## config.mk

```make
export PLATFORM = sky130hd
export DESIGN_NAME = dma_channel_transfer_control
export DESIGN_NICKNAME = d
export VERILOG_FILES = /design/src/hdl/dma_chan_pkg.sv /design/src/hdl/dma_channel_transfer_control.sv
export SDC_FILE = /design/constraint.sdc
export NUM_CORES = 1
export LEC_CHECK = 0
export BUFFER_PORTS_ARGS = -buffer_cell sky130_fd_sc_hd__buf_4
export CORE_MARGIN = 3
export CORE_UTILIZATION = 52
export CTS_BUF_LIST = sky130_fd_sc_hd__clkbuf_8 sky130_fd_sc_hd__clkbuf_16
export DETAILED_ROUTE_END_ITERATION = 6
export GPL_TIMING_DRIVEN = 1
export HOLD_SLACK_MARGIN = 0.02
export PLACE_DENSITY = 0.77
export SLEW_MARGIN = 5
export SYNTH_ARGS = -nofsm -noshare
export SYNTH_HDL_FRONTEND = slang
export SYNTH_SLANG_ARGS = --single-unit
```

## constraint.sdc

```tcl
create_clock -name mclk -period 5.6 [get_ports mclk]
set_input_delay 0 -clock mclk [delete_from_list [all_inputs] [get_ports mclk]]
set_output_delay 0 -clock mclk [all_outputs]
set_load 0.02 [all_outputs]
```

## src/hdl/dma_chan_pkg.sv

```systemverilog
package dma_chan_pkg;

	// Register byte offsets on the APB
	localparam logic [7:0] OFS_CTRL = 8'h00;
	localparam logic [7:0] OFS_COUNT = 8'h04;
	localparam logic [7:0] OFS_STA = 8'h08;
	localparam logic [7:0] OFS_STB = 8'h0c;
	localparam logic [7:0] OFS_PAD = 8'h10;
	localparam logic [7:0] OFS_FORCE = 8'h14;
	localparam logic [7:0] OFS_STATUS = 8'h18;

	// Fields of channel_control_reg
	localparam int unsigned CTRL_EN_BIT = 15;
	localparam int unsigned CTRL_SIZE_BIT = 14;
	localparam int unsigned CTRL_DIR_BIT = 13;
	localparam int unsigned CTRL_HALF_BIT = 12;
	localparam int unsigned ADDRESSING_MODE_FIELD_LSB = 4;
	localparam logic [15:0] CTRL_MASK = 16'hf030;
	localparam logic [1:0] ADDRESSING_MODE_FIELD_POSTINC = 2'h0;
	localparam logic [1:0] ADDRESSING_MODE_FIELD_STATIC = 2'h1;

	// Status register fields
	localparam int unsigned STAT_BUSY_BIT = 17;
	localparam int unsigned STAT_PEND_BIT = 16;

	// Values after reset
	localparam logic [15:0] CTRL_RST = 16'h0000;
	localparam logic [15:0] COUNT_RST = 16'h0000;
	localparam logic [15:0] OFFSET_RST = 16'h0000;
	localparam logic [15:0] PAD_RST = 16'h0000;

	// Size of the DMA window of the buffer RAM, in bytes
	localparam logic [15:0] RAM_BYTES = 16'h0800;
	localparam logic [15:0] WORD_STEP = 16'h0002;
	localparam logic [15:0] BYTE_STEP = 16'h0001;

	typedef enum logic [3:0] {
		ST_IDLE = 4'b0001,
		ST_READ = 4'b0010,
		ST_CAPT = 4'b0100,
		ST_WRITE = 4'b1000
	} xfer_state_t;

	typedef struct packed {
		logic [9:0] addr;
		logic [1:0] be;
		logic we;
		logic re;
		logic [15:0] wdata;
	} ram_req_t;

	typedef struct packed {
		logic [15:0] addr;
		logic we;
		logic re;
		logic [15:0] wdata;
	} per_req_t;

	typedef struct packed {
		logic [31:0] prdata;
		logic pready;
		logic pslverr;
	} apb_resp_t;

	typedef struct packed {
		xfer_state_t st;
		logic [15:0] ctrl;
		logic [15:0] count;
		logic [15:0] sta;
		logic [15:0] stb;
		logic [15:0] pad;
		logic [15:0] cur_addr;
		logic [15:0] last_addr;
		logic [15:0] xaddr;
		logic [16:0] done;
		logic pend;
		logic [15:0] data;
		logic irq;
		apb_resp_t apb;
		ram_req_t ram;
		per_req_t per;
	} chan_state_t;

endpackage : dma_chan_pkg

```

## src/hdl/dma_channel_transfer_control.sv

```systemverilog
// Local design decisions: the APB interface to the registers and the placing of the registers.
`timescale 1ns/10ps
// Operation
// - A block completes after count plus one serviced requests.
// - A count of zero moves exactly one element per block.
// - The count is in elements, whatever the element size.
// - Buffer writes outside the DMA window drop; reads there give zero.
// - Control bit 14 clear moves words; set moves bytes.
// - Words use even buffer addresses; bytes use any address.
// - Post-increment with words advances the buffer address by two.
// - Post-increment with bytes advances the buffer address by one.
// - Direction clear: read the peripheral, write the buffer RAM.
// - Direction set: read the buffer RAM, write the peripheral.
// - A channel moves data one way only; two-way needs two channels.
// - Midpoint bit clear: interrupt at block end; set: at half.
// - Midpoint set: no end interrupt; one after (count+2)/2 moves.
// - Midpoint bit is live; clearing it mid-block gives an end interrupt.
// - Each interrupt sets the channel flag; software clears it.
// - Addressing mode resets to post-increment from the start offset.
// - Start offset reads give the latest address; programmed value kept.
// - A manual trigger forces exactly one transfer.
// - Start offsets count from the base of the DMA window.
// - Addressing mode 01 keeps the same buffer address every transfer.
module dma_channel_transfer_control (
	input wire logic mclk, // 10 MHz system clock
	input wire logic rst, // Asynchronous reset
	input wire logic psel, // APB select
	input wire logic penable, // APB access phase
	input wire logic pwrite, // APB write
	input wire logic [31:0] paddr, // APB byte address
	input wire logic [31:0] pwdata, // APB write data
	output dma_chan_pkg::apb_resp_t apb_out, // APB read data, ready, error
	input wire logic xfer_req, // Peripheral transfer request pulse
	output dma_chan_pkg::per_req_t per_out, // Peripheral access strobes
	input wire logic [15:0] per_rdata, // Peripheral read data
	output dma_chan_pkg::ram_req_t ram_out, // Buffer RAM access strobes
	input wire logic [15:0] ram_rdata, // Buffer RAM read data
	output logic chan_irq // Pulse to the interrupt controller
);
	import dma_chan_pkg::*;

	chan_state_t s_r;
	chan_state_t s_nxt;

	function automatic logic mapped(input logic [31:0] a);
		mapped = (a[31:8] == 24'h000000) && (a[1:0] == 2'h0) &&
			(a[7:0] <= OFS_STATUS);
	endfunction : mapped

	// Offsets are relative to the DMA window base
	function automatic logic in_window(input logic [15:0] a);
		in_window = a < RAM_BYTES;
	endfunction : in_window

	function automatic logic [31:0] reg_read(input chan_state_t s,
		input logic [7:0] a);
		reg_read = 32'h00000000;
		unique case (a)
			OFS_CTRL: reg_read = {16'h0000, s.ctrl};
			OFS_COUNT: reg_read = {16'h0000, s.count};
			OFS_STA: reg_read = {16'h0000, s.last_addr};
			OFS_STB: reg_read = {16'h0000, s.stb};
			OFS_PAD: reg_read = {16'h0000, s.pad};
			OFS_STATUS: begin
				reg_read[15:0] = s.done[15:0];
				reg_read[STAT_PEND_BIT] = s.pend;
				reg_read[STAT_BUSY_BIT] = (s.st != ST_IDLE);
			end
			default: reg_read = 32'h00000000;
		endcase
	endfunction : reg_read

	logic en;
	logic size_byte;
	logic dir_to_per;
	logic half_sel;
	logic [1:0] addressing_mode_field;
	logic wr_take;
	logic force_now;
	logic [16:0] full_t;
	logic [16:0] half_t;
	logic [16:0] done_inc;
	logic [15:0] step;
	logic [7:0] byte_sel;

	assign en = s_r.ctrl[CTRL_EN_BIT];
	assign size_byte = s_r.ctrl[CTRL_SIZE_BIT];
	assign dir_to_per = s_r.ctrl[CTRL_DIR_BIT];
	assign half_sel = s_r.ctrl[CTRL_HALF_BIT];
	assign addressing_mode_field = s_r.ctrl[ADDRESSING_MODE_FIELD_LSB +: 2];
	assign wr_take = psel && penable && s_r.apb.pready && pwrite &&
		mapped(paddr);
	assign force_now = wr_take && (paddr[7:0] == OFS_FORCE) && pwdata[0];
	// Count is in elements, so block length ignores the size bit
	assign full_t = {1'b0, s_r.count} + 17'h00001;
	// Rounds up for an odd block length
	assign half_t = ({1'b0, s_r.count} + 17'h00002) >> 1;
	assign done_inc = s_r.done + 17'h00001;
	assign step = size_byte ? BYTE_STEP : WORD_STEP;
	assign byte_sel = s_r.xaddr[0] ? ram_rdata[15:8] : ram_rdata[7:0];

	always_comb begin
		s_nxt = s_r;
		s_nxt.irq = 1'b0;
		s_nxt.ram.we = 1'b0;
		s_nxt.ram.re = 1'b0;
		s_nxt.per.we = 1'b0;
		s_nxt.per.re = 1'b0;

		// APB: answer is registered, so one access cycle, no wait
		s_nxt.apb.pready = 1'b0;
		s_nxt.apb.pslverr = 1'b0;
		if (psel && !penable) begin
			s_nxt.apb.pready = 1'b1;
			s_nxt.apb.pslverr = !mapped(paddr);
			s_nxt.apb.prdata = pwrite ? 32'h00000000 :
				reg_read(s_r, paddr[7:0]);
		end
		if (wr_take) begin
			unique case (paddr[7:0])
				OFS_CTRL: s_nxt.ctrl = pwdata[15:0] & CTRL_MASK;
				OFS_COUNT: s_nxt.count = pwdata[15:0];
				OFS_STA: s_nxt.sta = pwdata[15:0];
				OFS_STB: s_nxt.stb = pwdata[15:0];
				OFS_PAD: s_nxt.pad = pwdata[15:0];
				default: s_nxt.pend = s_r.pend;
			endcase
		end

		unique case (s_r.st)
			ST_IDLE: begin
				if (!en) begin
					// Idle channel rearms from the programmed offset
					s_nxt.cur_addr = s_r.sta;
					s_nxt.last_addr = s_r.sta;
					s_nxt.done = 17'h00000;
				end else if (s_r.pend) begin
					s_nxt.pend = 1'b0;
					// Words drop the low address bit
					s_nxt.xaddr = size_byte ? s_r.cur_addr :
						{s_r.cur_addr[15:1], 1'b0};
					s_nxt.st = ST_READ;
					if (dir_to_per) begin
						// Out-of-window reads never touch the RAM
						s_nxt.ram.re = in_window(s_nxt.xaddr);
						s_nxt.ram.addr = s_nxt.xaddr[10:1];
						s_nxt.ram.be = 2'h3;
					end else begin
						s_nxt.per.re = 1'b1;
						s_nxt.per.addr = s_r.pad;
					end
				end
			end
			ST_READ: s_nxt.st = ST_CAPT;
			ST_CAPT: begin
				s_nxt.st = ST_WRITE;
				// Direction comes from one control bit, read live again in this state
				if (dir_to_per) begin
					if (!in_window(s_r.xaddr))
						s_nxt.data = 16'h0000;
					else if (size_byte)
						s_nxt.data = {8'h00, byte_sel};
					else
						s_nxt.data = ram_rdata;
					s_nxt.per.we = 1'b1;
					s_nxt.per.addr = s_r.pad;
					s_nxt.per.wdata = s_nxt.data;
				end else begin
					s_nxt.data = size_byte ? {8'h00, per_rdata[7:0]} :
						per_rdata;
					s_nxt.ram.we = in_window(s_r.xaddr);
					s_nxt.ram.addr = s_r.xaddr[10:1];
					if (size_byte) begin
						s_nxt.ram.be = s_r.xaddr[0] ? 2'h2 : 2'h1;
						s_nxt.ram.wdata = {per_rdata[7:0], per_rdata[7:0]};
					end else begin
						s_nxt.ram.be = 2'h3;
						s_nxt.ram.wdata = per_rdata;
					end
				end
			end
			ST_WRITE: begin
				s_nxt.st = ST_IDLE;
				s_nxt.last_addr = s_r.xaddr;
				// Midpoint bit sampled live at each transfer
				if (half_sel && (done_inc == half_t))
					s_nxt.irq = 1'b1;
				if (!half_sel && (done_inc == full_t))
					s_nxt.irq = 1'b1;
				if (done_inc >= full_t) begin
					// Block over: restart from the start offset
					s_nxt.done = 17'h00000;
					s_nxt.cur_addr = s_r.sta;
				end else begin
					s_nxt.done = done_inc;
					if (addressing_mode_field == ADDRESSING_MODE_FIELD_STATIC)
						s_nxt.cur_addr = s_r.xaddr;
					else
						s_nxt.cur_addr = s_r.xaddr + step;
				end
			end
		endcase

		// A request landing on the take cycle is kept: set wins
		if (!en)
			s_nxt.pend = 1'b0;
		else if (xfer_req || force_now)
			s_nxt.pend = 1'b1;
	end

	always_ff @(posedge mclk or posedge rst) begin
		if (rst) begin
			s_r <= '0;
			s_r.st <= ST_IDLE;
			s_r.ctrl <= CTRL_RST;
			s_r.count <= COUNT_RST;
			s_r.sta <= OFFSET_RST;
			s_r.stb <= OFFSET_RST;
			s_r.pad <= PAD_RST;
		end else begin
			s_r <= s_nxt;
		end
	end

	assign apb_out = s_r.apb;
	assign per_out = s_r.per;
	assign ram_out = s_r.ram;
	assign chan_irq = s_r.irq;

endmodule : dma_channel_transfer_control

```

### Yosys cells after proc, flatten, opt, wreduce, memory -nomap -nowiden

Index checks and enable logic that the tools add are counted.

* logic and storage cells: 134
* register bits: 225

* magnitude comparators: 4
* bitwise operators: 1
* eq/ne operators: 22
* $add $sub $neg: 4
* reduce and logical (&&, ||, !) cells: 32
* muxes and demuxes: 47

Operators by type and width (count)
* $mux W16: 8
* $pmux W18 S6: 1
* $pmux W32 S2: 1
* $mux W17: 3
* $mux W12: 3
* $pmux W17 S2: 1
* $lt A16 B12 Y1 const B: 2
* $mux W32: 1
* $pmux W16 S2: 1
* $eq A8 B5 Y1 const B: 3
* $logic_not A24 Y1: 1
* $pmux W12 S2: 1
* $mux W18: 1
* $reduce_and A2 Y1: 9
* $add A16 B1 Y17 const B: 1
* $add A16 B2 Y17 const B: 1
* $add A17 B1 Y17 const B: 1
* $eq A17 B16 Y1: 1
* $eq A17 B17 Y1: 1
* $ge A17 B17 Y1: 1
* $mux W1: 17
* $add A16 B2 Y16: 1
* $eq A8 B4 Y1 const B: 2
* $pmux W4 S4: 1
* 23 further kinds: 47

### Logic depth before layout (Yosys ltp)

Gate-level depths: netlist (run 1).

* word-level depth: 9
* mapped depth: 15

### Worst setup path after synthesis (run 1)

OpenSTA, ideal clock, no wires.

* kind: flip-flop to flip-flop
* start: register s_r[230] (netlist bit)
* end: register s_r[167] (netlist bit)
* slack: 2.327 ns
* setup time: 0.095 ns
* data required time: 5.505 ns
* period minus slack after synthesis: 3.273 ns
* cell stages (with the launch flop): 13
* data arrival time: 3.178 ns
* cell sequence: dfrtp_1 -> ha_1 -> nand3_1 -> nor4_2 -> nand4_1 -> xor2_1 -> ha_1 -> nand4_1 -> or2_2 -> a41oi_1 -> clkbuf_1 -> nor2_1 -> o31ai_1

* longest elaborated chain between the ends: 4

RTL lines
* start, declared: line dma_channel_transfer_control.sv:42 `chan_state_t s_r;`
* start signal, assigned: line dma_channel_transfer_control.sv:221 `s_r <= s_nxt;`
* $add A16 B1 Y17: line dma_channel_transfer_control.sv:95 `assign full_t = {1'b0, s_r.count} + 17'h00001;`
* $ge A17 B17 Y1: line dma_channel_transfer_control.sv:190 `if (done_inc >= full_t) begin`
* $mux W16: line dma_channel_transfer_control.sv:190
* $pmux W32 S2: line dma_channel_transfer_control.sv:130 `unique case (s_r.st)`

Every way passes these cells.
A chain may end at the register's enable or synchronous reset.

### Final worst setup path (run 1)

* start: register s_r[230] (netlist bit)
* end: register s_r[131] (netlist bit)

* longest elaborated chain between the ends: 4

RTL lines (line)
* $add A16 B1 Y17: dma_channel_transfer_control.sv:95
* $ge A17 B17 Y1: dma_channel_transfer_control.sv:190
* $mux W17: dma_channel_transfer_control.sv:190
* $pmux W17 S2: dma_channel_transfer_control.sv:130

Every way passes these cells.

==> results of run 1 <==
[cells in the mapped netlist, types with 12 or more instances]
cell type | instances | share of area
ha_1 | 23 | 0.023
nand2_1 | 161 | 0.049
o21ai_1 | 12 | 0.0049
mux2_1 | 25 | 0.023
a21oi_1 | 41 | 0.017
a31oi_1 | 33 | 0.017
xor2_1 | 19 | 0.014
mux2_2 | 70 | 0.064
a211oi_1 | 12 | 0.0073
mux2i_1 | 39 | 0.032
buf_4 | 99 | 0.061
o21ai_0 | 46 | 0.019
a22o_1 | 16 | 0.011
buf_2 | 22 | 0.0090
nand4_1 | 19 | 0.0097
xnor2_1 | 45 | 0.032
dfrtp_1 | 224 | 0.46
nor2_1 | 68 | 0.021
nor3_1 | 14 | 0.0057
clkbuf_1 | 43 | 0.013
inv_1 | 25 | 0.0076
nand3_1 | 25 | 0.010
[layout make-up]
type | count | share of cell area
well taps | 313 | 0.0272
inverters | 28 | 0.00755
flip-flops and latches | 225 | 0.391
multi-input cells | 812 | 0.386
repair buffers | 240 | 0.136
clock buffers | 25 | 0.0418
clock inverters | 14 | 0.0107
[cells by family (layout without fill, tap and decap cells)]
logic type      Yosys count  in the layout  share of synthesized area
mux                     134            134                      0.119
other cells               1             14                   0.000305
buf+inv                 196            307                     0.0930
xor+xnor                 66             66                     0.0483
compound gates          217            217                      0.112
simple gates            357            357                      0.144
flops                   225            225                      0.459
fa+ha+maj                24             24                     0.0251
[metrics by stage]
stage,util,setup WS [ns],cell area [µm²],cells,hold WS [ns]
global placement,0.571,1.61,13100,1561,0.199
CTS,0.629,1.53,14400,1657,0.200
floorplan,-,2.33,12300,1233,0.132
finish,0.629,1.48,14400,1657,0.227
detailed placement,0.571,1.53,13100,1561,0.216
global route,0.629,1.22,14400,1657,0.253
[power by group]
part / internal (W) / total, W / switching, W
Clock: 0.000914 / 0.00156 / 0.000645
Combinational: 0.0000833 / 0.000184 / 0.000100
Sequential: 0.00163 / 0.00164 / 0.00000350
Total: 0.00263 / 0.00338 / 0.000749
[sequential cells by signal (all words and copies together), names as in the netlist]
| signal | cells |
|---|---|
| per_out | 34 |
| apb_out | 20 |
| s_r | 135 |
| chan_irq | 1 |
| ram_out | 30 |
| addressing_mode_field | 2 |
| half_sel | 1 |
| dir_to_per | 1 |
| en | 1 |
[layer usage]
metal / track usage / vias to the layer above
met2: 0.414 / 452
met1: 0.351 / 4763
met4: 0.0879 / 0
met3: 0.0412 / 78
li1: - / 4394
met5: 0 / -
[worst max-delay path by stage]
stage / endpoint / depth (start not counted) / start
2_1_floorplan: s_r[167] / 12 / s_r[230]
3_3_place_gp: s_r[116] / 12 / s_r[230]
3_5_place_dp: s_r[131] / 12 / s_r[231]
4_1_cts: s_r[131] / 12 / s_r[231]
5_1_grt: s_r[116] / 12 / s_r[231]
6_report: s_r[131] / 11 / s_r[230]
[worst max-delay path, delay by kind of cell, from the launching register on]
family | cells | cell delay (ns)
AOI/OAI and AO/OA | 2 | 0.97
xor gates and xnor gates | 1 | 0.17
adders and majority gates | 2 | 0.56
DFF | 1 | 0.51
and+or+nand+nor | 6 | 1.80
==> summary.md, run 1 <==
| Metric | Value |
|---|---|
| Yosys warns | 0 |
| Avg WL per Cell | 20.4 µm |
| Post-Route Skew | 0.0117 ns |
| Critical Path AT | 4.53 ns |
| Clock buffer depth | 3 |
| Global route total overflow | 0 |
| Synth Register Bits | 225 |
| Slowest cell on crit path | a41o_1 |
| Leak | 6.91 nW |
| Reg2reg end | s_r[131] |
| Clk slew on worst S/H paths | 0.07 ns |
| Reg-to-reg slack, setup | 1.48 ns |
| Fillcell total | 1,790 |
| Worst-path maximum fanout | 21 |
| Nets | 1,456 |
| CP max stage delay | 0.67 ns |
| H-tree depth | 1 |
| PortBufs | 170 |
| Drt total wl | 33,700 µm |
| Worst EP required | 6.01 ns |
| Library cells used by synthesis | 72 |
| Initial antenna violation count | 0 |
| Power per cell area | 234 nW/µm² |
| Mapped Area | 12,300 µm² |
| Total GRT Usage | 0.256 |
| RD Place Congestion | 0.915 |
| Via count | 9,687 |
| Number of clock sinks | 225 |
| Drt via density | 5.85 |
| Final ANT Viol Nets | 0 |
| CTS root buf | clkbuf_16 |
| Die height | 160 µm |
| Worst path cell trace | ha_1 -> nand3_1 -> nor4_2 -> nand4_1 -> xor2_1 -> ha_1 -> nand4_1 -> or2_2 -> a41o_1 -> nand2_1 -> o21ai_0 |
| Slew headroom | 0.151 |
| Worst slew pin tran | 1.27 ns |
| Resized cells post-CTS | 0 |
| Global-route wire length before repair | 53,000 µm |
| Boundary Pins | 201 |
| CTS buffer count | 23 |
| Area grow syn2layout | 17.4% |
| Detailed Routing Iterations Pass 1 | 6 |
| Metal-1 WL | 14,000 µm |
| Max Slew Vio Count | 0 |
| Synthesized instance count | 1,220 |
| Initial drt markers | 897 |
| Ys async rst share | 1.00 |
| Final Hold Viols | 0 |
| Worst r2r src | s_r[230] |
| Final period util | 0.736 |
| Post-CTS setup buffer count | 0 |
| HPWL after DPL | 23,000 µm |
| Cts hold-fix bufs | 57 |
| Fin crit period | 4.12 ns |
| Most common cell after layout, fill and taps aside | dfrtp_1 |
| Endpoints failing setup | 0 |
| Total Neg Setup Slack | 0 ns |
| Multi-input gate area | 5570 µm² |
| Die ar. | 25,500 µm² |
| Min-Delay Path Class | in -> async |
| Die X | 160 µm |
| Startpoint Class | register |
| DRC violation count after routing | 0 |
| Initial Util | 0.536 |
| Metal3 WL | 2570 µm |
| Design Power | 0.00338 W |
| FP Rows | 55 |
| Worst setup path category | reg -> reg |
| N_diodes | 0 |
| Critical Path End Type | register |
| RSZ-0062 raised after global routing | no |
| Layout cells sized above 1 | 0.237 |
| Number of cells on the worst reg-to-reg path | 11 |
| Post-synth EDFFs | 0 |
| Status | finished clean |
| Fmax | 243 MHz |
| Largest net degree at the start of global routing | 190 |
| Clock Latency Late Sink | 0.51 ns |
| Ys flop type | dfrtp_1 |
| TritonCTS clock tree | built |
| Area taken by flip-flops and latches | 5630 µm² |
| Most frequent cells in the layout | 224 x dfrtp_1, 182 x buf_4, 161 x nand2_1 |
| Vias in the first global route | 9,469 |
| Max-cap violations | 0 |
| Synthesized area per cell | 10.1 µm² |
| Register area share after synthesis | 0.459 |
| Core box area | 22,900 µm² |
| Met2 WL post-DR | 15,900 µm |
| Peak supply drop | 0.000181 V |
| Top sig layer | met4 |
No activity file was read; power rests on OpenSTA's default activity.
==> run 2, diff against run 1 <==
--- a/config.mk
+++ b/config.mk
@@ -7,12 +7,12 @@
 export LEC_CHECK = 0
 export BUFFER_PORTS_ARGS = -buffer_cell sky130_fd_sc_hd__buf_4
 export CORE_MARGIN = 3
-export CORE_UTILIZATION = 52
+export CORE_UTILIZATION = 57
 export CTS_BUF_LIST = sky130_fd_sc_hd__clkbuf_8 sky130_fd_sc_hd__clkbuf_16
 export DETAILED_ROUTE_END_ITERATION = 6
 export GPL_TIMING_DRIVEN = 1
 export HOLD_SLACK_MARGIN = 0.02
-export PLACE_DENSITY = 0.77
+export PLACE_DENSITY = 0.8
 export SLEW_MARGIN = 5
 export SYNTH_ARGS = -nofsm -noshare
 export SYNTH_HDL_FRONTEND = slang
==> constraint.sdc (replaced) <==
create_clock -name mclk -period 3.9 [get_ports mclk]
set_input_delay 0 -clock mclk [delete_from_list [all_inputs] [get_ports mclk]]
set_output_delay 0 -clock mclk [all_outputs]
set_load 0.02 [all_outputs]
==> run 2 against run 1 <==
Compared with the run above: clock power up 43%; critical path type unchanged; core utilization up 6.1 points; largest cell class unchanged; critical path depth up 2; final area up 0.89%; die area down 8.5%.
==> summary.md, run 2 (synthesized netlist as in run 1, its figures left out) <==
| Metric | Value |
|---|---|
| Largest register FFs | 135 (unchanged) |
| Total GRT Usage | 0.282 (was 0.256) |
| Crit path buf inv count | 1 (was 0) |
| Avg WL per Cell | 20.4 µm (about the same) |
| Fmax | 284 MHz (was 243 MHz) |
| Largest net degree at the start of global routing | 152 (was 190) |
| Drt total wl | 33,500 µm (was 33,700 µm) |
| Cell Area, Placed | 13,200 µm² (was 13,100 µm²) |
| H-tree depth | 1 (unchanged) |
| Worst path cell trace | ha_1 -> nand3_1 -> nor2_1 -> nand2_1 -> nor3_1 -> xnor2_1 -> ha_1 -> nand4_1 -> or2_2 -> a41oi_1 -> buf_4 -> o21ai_0 -> o21ai_0 (was ha_1 -> nand3_1 -> nor4_2 -> nand4_1 -> xor2_1 -> ha_1 -> nand4_1 -> or2_2 -> a41o_1 -> nand2_1 -> o21ai_0) |
| Worst slew pin tran | 1.13 ns (was 1.27 ns) |
| Leak | 7.04 nW (was 6.91 nW) |
| Via count | 9,850 (was 9,687) |
| Clock Latency Late Sink | 0.51 ns (about the same) |
| Top delay family on crit path | simple AND/OR/NAND/NOR gates (unchanged) |
| Status | finished clean (unchanged) |
| Fin crit period | 3.52 ns (was 4.12 ns) |
| Power share of the clock group | 0.460 (was 0.461) |
| Final Hold Viols | 0 (unchanged) |
| Detailed Routing Iterations Pass 1 | 5 (was 6) |
| Worst-path maximum fanout | 15 (was 21) |
| HPWL after DPL | 23,200 µm (was 23,000 µm) |
| Met3 global-route usage | 0.0486 (was 0.0412) |
| Clk slew on worst S/H paths | 0.06 ns (was 0.07 ns) |
| Global-route wire length before repair | 53,700 µm (was 53,000 µm) |
| FP Rows | 53 (was 55) |
| Global route total overflow | 0 (unchanged) |
| Min-Delay Path Class | in -> async (unchanged) |
| Critical Path AT | 3.94 ns (was 4.53 ns) |
| Core box area | 21,100 µm² (was 22,900 µm²) |
| Layout cells sized above 1 | 0.250 (was 0.237) |
| Most frequent cells in the layout | 224 x dfrtp_1, 201 x buf_4, 161 x nand2_1 (was 224 x dfrtp_1, 182 x buf_4, 161 x nand2_1) |
| Net Switching | 0.00106 W (was 0.000749 W) |
| RD Place Congestion | 0.925 (was 0.915) |
| DRC violation count after routing | 0 (unchanged) |
| Vias in the first global route | 9,864 (was 9,469) |
| Most common cell after layout, fill and taps aside | dfrtp_1 (unchanged) |
| Post-Route Skew | 0.0167 ns (was 0.0117 ns) |
| Max-cap violations | 0 (unchanged) |
| Slew headroom | 0.243 (was 0.151) |
| CTS buffer count | 23 (unchanged) |
| Top Usage Layer GRT | met2 (unchanged) |
| Slowest cell on crit path | dfrtp_1 (was a41o_1) |
| Endpoints failing setup | 0 (unchanged) |
| Nets | 1,475 (was 1,456) |
| CTS root buf | clkbuf_16 (unchanged) |
| Initial drt markers | 894 (was 897) |
| Startpoint Class | register (unchanged) |
| Die height | 153 µm (was 160 µm) |
| Total Neg Setup Slack | 0 ns (unchanged) |
| Die ar. | 23,300 µm² (was 25,500 µm²) |
| Reg-to-reg slack, setup | 0.38 ns (was 1.48 ns) |
| CP max stage delay | 0.40 ns (was 0.67 ns) |
| Fillcell total | 1,496 (was 1,790) |
| Drt via density | 6.00 (was 5.85) |
| Worst EP required | 4.32 ns (was 6.01 ns) |
| Area grow syn2layout | 18.4% (was 17.4%) |
| Worst setup path category | reg -> reg (unchanged) |
| RSZ-0062 raised after global routing | no (unchanged) |
| Final period util | 0.903 (was 0.736) |
| Post-CTS setup buffer count | 0 (unchanged) |
| N_diodes | 0 (unchanged) |
| Design Power | 0.00484 W (was 0.00338 W) |
| Clock buffer depth | 3 (unchanged) |
| Critical Path End Type | register (unchanged) |
| Initial antenna violation count | 0 (unchanged) |
| Initial Util | 0.582 (was 0.536) |
| PortBufs | 170 (unchanged) |
| Finished Cell Area | 14,500 µm² (was 14,400 µm²) |
| Power per cell area | 333 nW/µm² (was 234 nW/µm²) |
| GR Layer Usage met1 | 0.379 (was 0.351) |
| Seq pwr share | 0.485 (was 0.484) |
| Top reg by flops | s_r (unchanged) |
| Met2 GRT Util | 0.467 (was 0.414) |
| Sw frac | 0.219 (was 0.222) |
| Final ANT Viol Nets | 0 (unchanged) |
| TritonCTS clock tree | built (unchanged) |
| Peak supply drop | 0.000263 V (was 0.000181 V) |
| Boundary Pins | 201 (unchanged) |
| Die X | 153 µm (was 160 µm) |
| Max Slew Vio Count | 0 (unchanged) |
| Internal | 0.00378 W (was 0.00263 W) |
| Gate power share | 0.055 (was 0.054) |
| Number of clock sinks | 225 (unchanged) |
-- run 2: repair_timing --
action / in CTS / in global routing
hold endpoints to repair: 132 / 0
hold buffers: 56 / 0
gates resized for setup: 0 / 0
-- run 2: cell type report --
| cell class | count | area (µm²) | area share |
|---|---|---|---|
| sequential | 225 | 5630 | 0.387 |
| multi-input combinational | 812 | 5570 | 0.383 |
| timing repair buffer | 259 | 2110 | 0.145 |
| clock buffer | 32 | 699 | 0.0481 |
| tap | 275 | 344 | 0.0237 |
| inverter | 28 | 109 | 0.00749 |
| clock inverter | 10 | 80.1 | 0.00551 |
-- run 2: power by group through the flow --
stage	clock (W)	sequential, W	combinational [W]
after floorplan	0	0.00239	0.000120
after global placement	0	0.00239	0.000219
after detailed placement	0	0.00239	0.000221
after CTS	0.00225	0.00235	0.000265
after global routing	0.00234	0.00235	0.000287
final	0.00223	0.00235	0.000267
-- run 2: worst register-to-register path, cell delays in order, from the launching register on --
cell and delay, ns:
dfrtp_1 0.40, ha_1 0.24, nand3_1 0.27, nor2_1 0.26
nand2_1 0.15, nor3_1 0.31, xnor2_1 0.12, ha_1 0.28
nand4_1 0.13, or2_2 0.36, a41oi_1 0.30, buf_4 0.29
o21ai_0 0.12, o21ai_0 0.20
-- run 2: path summary, 6_finish.rpt --
check,startpoint,to,cells past startpoint
max reg2reg,s_r[230],s_r[176],13
max in group asynchronous,rst,apb_out[10],4
min in group mclk,paddr[3],apb_out[19],5
max,s_r[230],s_r[176],13
min,rst,s_r[147],3
min reg2reg,apb_out[19],apb_out[19],2
-- run 2: through the flow --
| step | setup WS (ns) | cells | hold WS [ns] | utilization |
|---|---|---|---|---|
| 2_1_floorplan | 0.627 | 1233 | 0.132 | - |
| 3_3_place_gp | 0.493 | 1543 | 0.0439 | 0.626 |
| 3_5_place_dp | 0.465 | 1543 | 0.0443 | 0.626 |
| 4_1_cts | 0.423 | 1641 | 0.0710 | 0.690 |
| 5_1_grt | 0.132 | 1641 | 0.102 | 0.690 |
| 6_report | 0.379 | 1641 | 0.0682 | 0.690 |
-- run 2: routing by layer --
metal,vias up,wire (µm)
li1,4422,-
met1,4839,13600
met2,487,16100
met3,102,2520
met4,0,1320
met5,-,0
==> run 3, diff against run 2 <==
--- a/config.mk
+++ b/config.mk
@@ -13,6 +13,7 @@
 export GPL_TIMING_DRIVEN = 1
 export HOLD_SLACK_MARGIN = 0.02
 export PLACE_DENSITY = 0.8
+export REMOVE_ABC_BUFFERS = 1
 export SLEW_MARGIN = 5
 export SYNTH_ARGS = -nofsm -noshare
 export SYNTH_HDL_FRONTEND = slang
==> run 3 against run 2 <==
Compared with the run above: sequential power is essentially flat; non-clock buffer count shrank 2; sequential cell count is the same; clock skew shrank 0.0016 ns; global-route usage shrank 0.078 points; clock-buffer cell count shrank 3; critical path type unchanged; critical path depth is the same; routed wire length grew 0.28%; highest routed layer is now met5; die area is the same; setup slack lost 0.033 ns.
==> summary.md, run 3 (synthesized netlist as in run 1, its figures left out) <==
| Metric | Value |
|---|---|
| Status | finished clean (unchanged) |
| Slew headroom | 0.295 (was 0.243) |
| Largest register FFs | 135 (unchanged) |
| Core box area | 21,100 µm² (unchanged) |
| Nets | 1,474 (was 1,475) |
| Initial antenna violation count | 1 (was 0) |
| Net Switching | 0.00106 W (about the same) |
| Crit path buf inv count | 0 (was 1) |
| Max Slew Vio Count | 0 (unchanged) |
| Slowest cell on crit path | or4_4 (was dfrtp_1) |
| Initial drt markers | 812 (was 894) |
| Most frequent cells in the layout | 224 x dfrtp_1, 198 x buf_4, 161 x nand2_1 (was 224 x dfrtp_1, 201 x buf_4, 161 x nand2_1) |
| Dpl cells | 1,540 (was 1,543) |
| Peak supply drop | 0.000289 V (was 0.000263 V) |
| Final setup margin | 0.346 ns (was 0.379 ns) |
| Resized cells post-CTS | 0 (unchanged) |
| Post-layout util | 0.688 (was 0.690) |
| Internal | 0.00376 W (was 0.00378 W) |
| Most frequent CP cell | ha_1 |
| Max-cap violations | 0 (unchanged) |
| DRC violation count after routing | 0 (unchanged) |
| Power per cell area | 332 nW/µm² (was 333 nW/µm²) |
| Critical Path End Type | register (unchanged) |
| Fmax | 281 MHz (was 284 MHz) |
| Die X | 153 µm (unchanged) |
| Final period util | 0.911 (was 0.903) |
| Startpoint Class | register (unchanged) |
| Worst setup path category | reg -> reg (unchanged) |
| Worst-path maximum fanout | 6 (was 15) |
| Worst slew pin tran | 1.05 ns (was 1.13 ns) |
| Die ar. | 23,300 µm² (unchanged) |
| Min-Delay Path Class | in -> reg (was in -> async) |
| Largest net degree at the start of global routing | 104 (was 152) |
| Dpl ws | 0.397 ns (was 0.465 ns) |
| Clock Latency Late Sink | 0.52 ns (was 0.51 ns) |
| Design Power | 0.00481 W (was 0.00484 W) |
| Clock buffer depth | 3 (unchanged) |
| Power share of the clock group | 0.455 (was 0.460) |
| H-tree depth | 1 (unchanged) |
| Top Usage Layer GRT | met2 (unchanged) |
| Global route total overflow | 0 (unchanged) |
| Leak | 7.04 nW (about the same) |
| Post-Route Skew | 0.0152 ns (was 0.0167 ns) |
| Fillcell total | 1,503 (was 1,496) |
| Cell Area, Placed | 13,200 µm² (about the same) |
| TritonCTS clock tree | built (unchanged) |
| Layout cells sized above 1 | 0.241 (was 0.250) |
| GR Layer Usage met1 | 0.367 (was 0.379) |
| Met2 GRT Util | 0.474 (was 0.467) |
| RD Place Congestion | 0.904 (was 0.925) |
| RSZ-0062 raised after global routing | no (unchanged) |
| Seq pwr share | 0.488 (was 0.485) |
| Worst path cell trace | ha_1 -> nand3_1 -> nor2_1 -> nand2_1 -> nor3_1 -> xnor2_1 -> ha_1 -> nand4_1 -> or2_2 -> or4_4 -> o31ai_1 -> a31oi_1 -> a311oi_1 (was ha_1 -> nand3_1 -> nor2_1 -> nand2_1 -> nor3_1 -> xnor2_1 -> ha_1 -> nand4_1 -> or2_2 -> a41oi_1 -> buf_4 -> o21ai_0 -> o21ai_0) |
| Boundary Pins | 201 (unchanged) |
| FP Rows | 53 (unchanged) |
| Reg-to-reg slack, setup | 0.35 ns (was 0.38 ns) |
| CP max stage delay | 0.52 ns (was 0.40 ns) |
| Critical Path AT | 3.97 ns (was 3.94 ns) |
| Cts hold-fix bufs | 57 (was 56) |
| Vias in the first global route | 9,921 (was 9,864) |
| Most common cell after layout, fill and taps aside | dfrtp_1 (unchanged) |
| Endpoints failing setup | 0 (unchanged) |
| Post-route non-filler standard cell count | 1,639 (was 1,641) |
| PortBufs | 170 (unchanged) |
| HPWL after DPL | 23,100 µm (was 23,200 µm) |
| Total GRT Usage | 0.281 (was 0.282) |
| Drt via density | 6.03 (was 6.00) |
| Top delay family on crit path | simple AND/OR/NAND/NOR gates (unchanged) |
| Detailed Routing Iterations Pass 1 | 5 (unchanged) |
| Finished Cell Area | 14,500 µm² (about the same) |
| Area grow syn2layout | 18.2% (was 18.4%) |
| Post-CTS setup buffer count | 0 (unchanged) |
| Drt total wl | 33,600 µm (was 33,500 µm) |
| Met3 global-route usage | 0.0571 (was 0.0486) |
| Clk slew on worst S/H paths | 0.06 ns (about the same) |
| Via count | 9,883 (was 9,850) |
| Final ANT Viol Nets | 0 (unchanged) |
| Die height | 153 µm (unchanged) |
| CTS buffer count | 24 (was 23) |
| CTS root buf | clkbuf_16 (unchanged) |
| Fin crit period | 3.55 ns (was 3.52 ns) |
| Number of clock sinks | 225 (unchanged) |
| Worst EP required | 4.32 ns (about the same) |
| Avg WL per Cell | 20.5 µm (was 20.4 µm) |
| Top reg by flops | s_r (unchanged) |
| Global-route wire length before repair | 53,700 µm (about the same) |
| Sw frac | 0.220 (was 0.219) |
| Initial Util | 0.582 (unchanged) |
| Final Hold Viols | 0 (unchanged) |
| Gate power share | 0.056 (was 0.055) |
==> run 3: changes by cell type in the layout (fill, tap and decap cells not counted), sizes merged <==
cell / change
inv: +8
buf: -3
dlygate4sd3: +1
diode: +1
clkinv: -4
clkinvlp: -2
clkbuf: -3
==> run 3: worst paths after layout <==
kind / cells past startpoint / startpoint / to
setup / recovery: 13 / s_r[230] / chan_irq
hold / removal: 4 / paddr[4] / apb_out[17]
setup reg to reg: 13 / s_r[230] / chan_irq
hold reg to reg: 2 / apb_out[12] / apb_out[12]
max in group asynchronous: 4 / rst / per_out[27]
min in group asynchronous: 3 / rst / ram_out[23]
==> run 3: layout make-up <==
cell class                 count  area [µm²]  area share
sequential                   225        5630       0.388
timing repair buffer         257        2100       0.144
clock inverter                12        77.6     0.00534
antenna                        1        2.50    0.000172
multi-input combinational    812        5570       0.384
inverter                      28         113     0.00776
tap                          275         344      0.0237
clock buffer                  29         681      0.0469
==> run 3: per-layer routing <==
| layer | vias up | share of wire | routed length, µm |
|---|---|---|---|
| li1 | 4431 | - | - |
| met1 | 4876 | 0.40 | 13300 |
| met2 | 479 | 0.48 | 16100 |
| met3 | 95 | 0.085 | 2870 |
| met4 | 2 | 0.038 | 1260 |
| met5 | - | 0.00057 | 19 |
==> run 3: power groups by stage <==
stage          clock network (W)  registers, W  logic (W)
6_report                 0.00219       0.00235   0.000271
5_1_grt                  0.00230       0.00235   0.000291
4_1_cts                  0.00221       0.00235   0.000267
3_5_place_dp                   0       0.00239   0.000224
3_3_place_gp                   0       0.00239   0.000221
2_1_floorplan                  0       0.00240  0.0000736
==> run 3: worst reg2reg max path, stage by stage, from the launching register on <==
cell and delay, ns:
dfrtp_1 0.49, ha_1 0.27, nand3_1 0.26, nor2_1 0.25
nand2_1 0.15, nor3_1 0.25, xnor2_1 0.10, ha_1 0.29
nand4_1 0.10, or2_2 0.35, or4_4 0.52, o31ai_1 0.09
a31oi_1 0.07, a311oi_1 0.27
==> run 3: metrics by stage <==
step / setup TNS [ns] / hold WS (ns)
after floorplan: -507.02 / 0.132
after global placement: 0 / 0.189
after detailed placement: 0 / 0.195
after CTS: 0 / 0.0907
after global routing: 0 / 0.127
final: 0 / 0.115
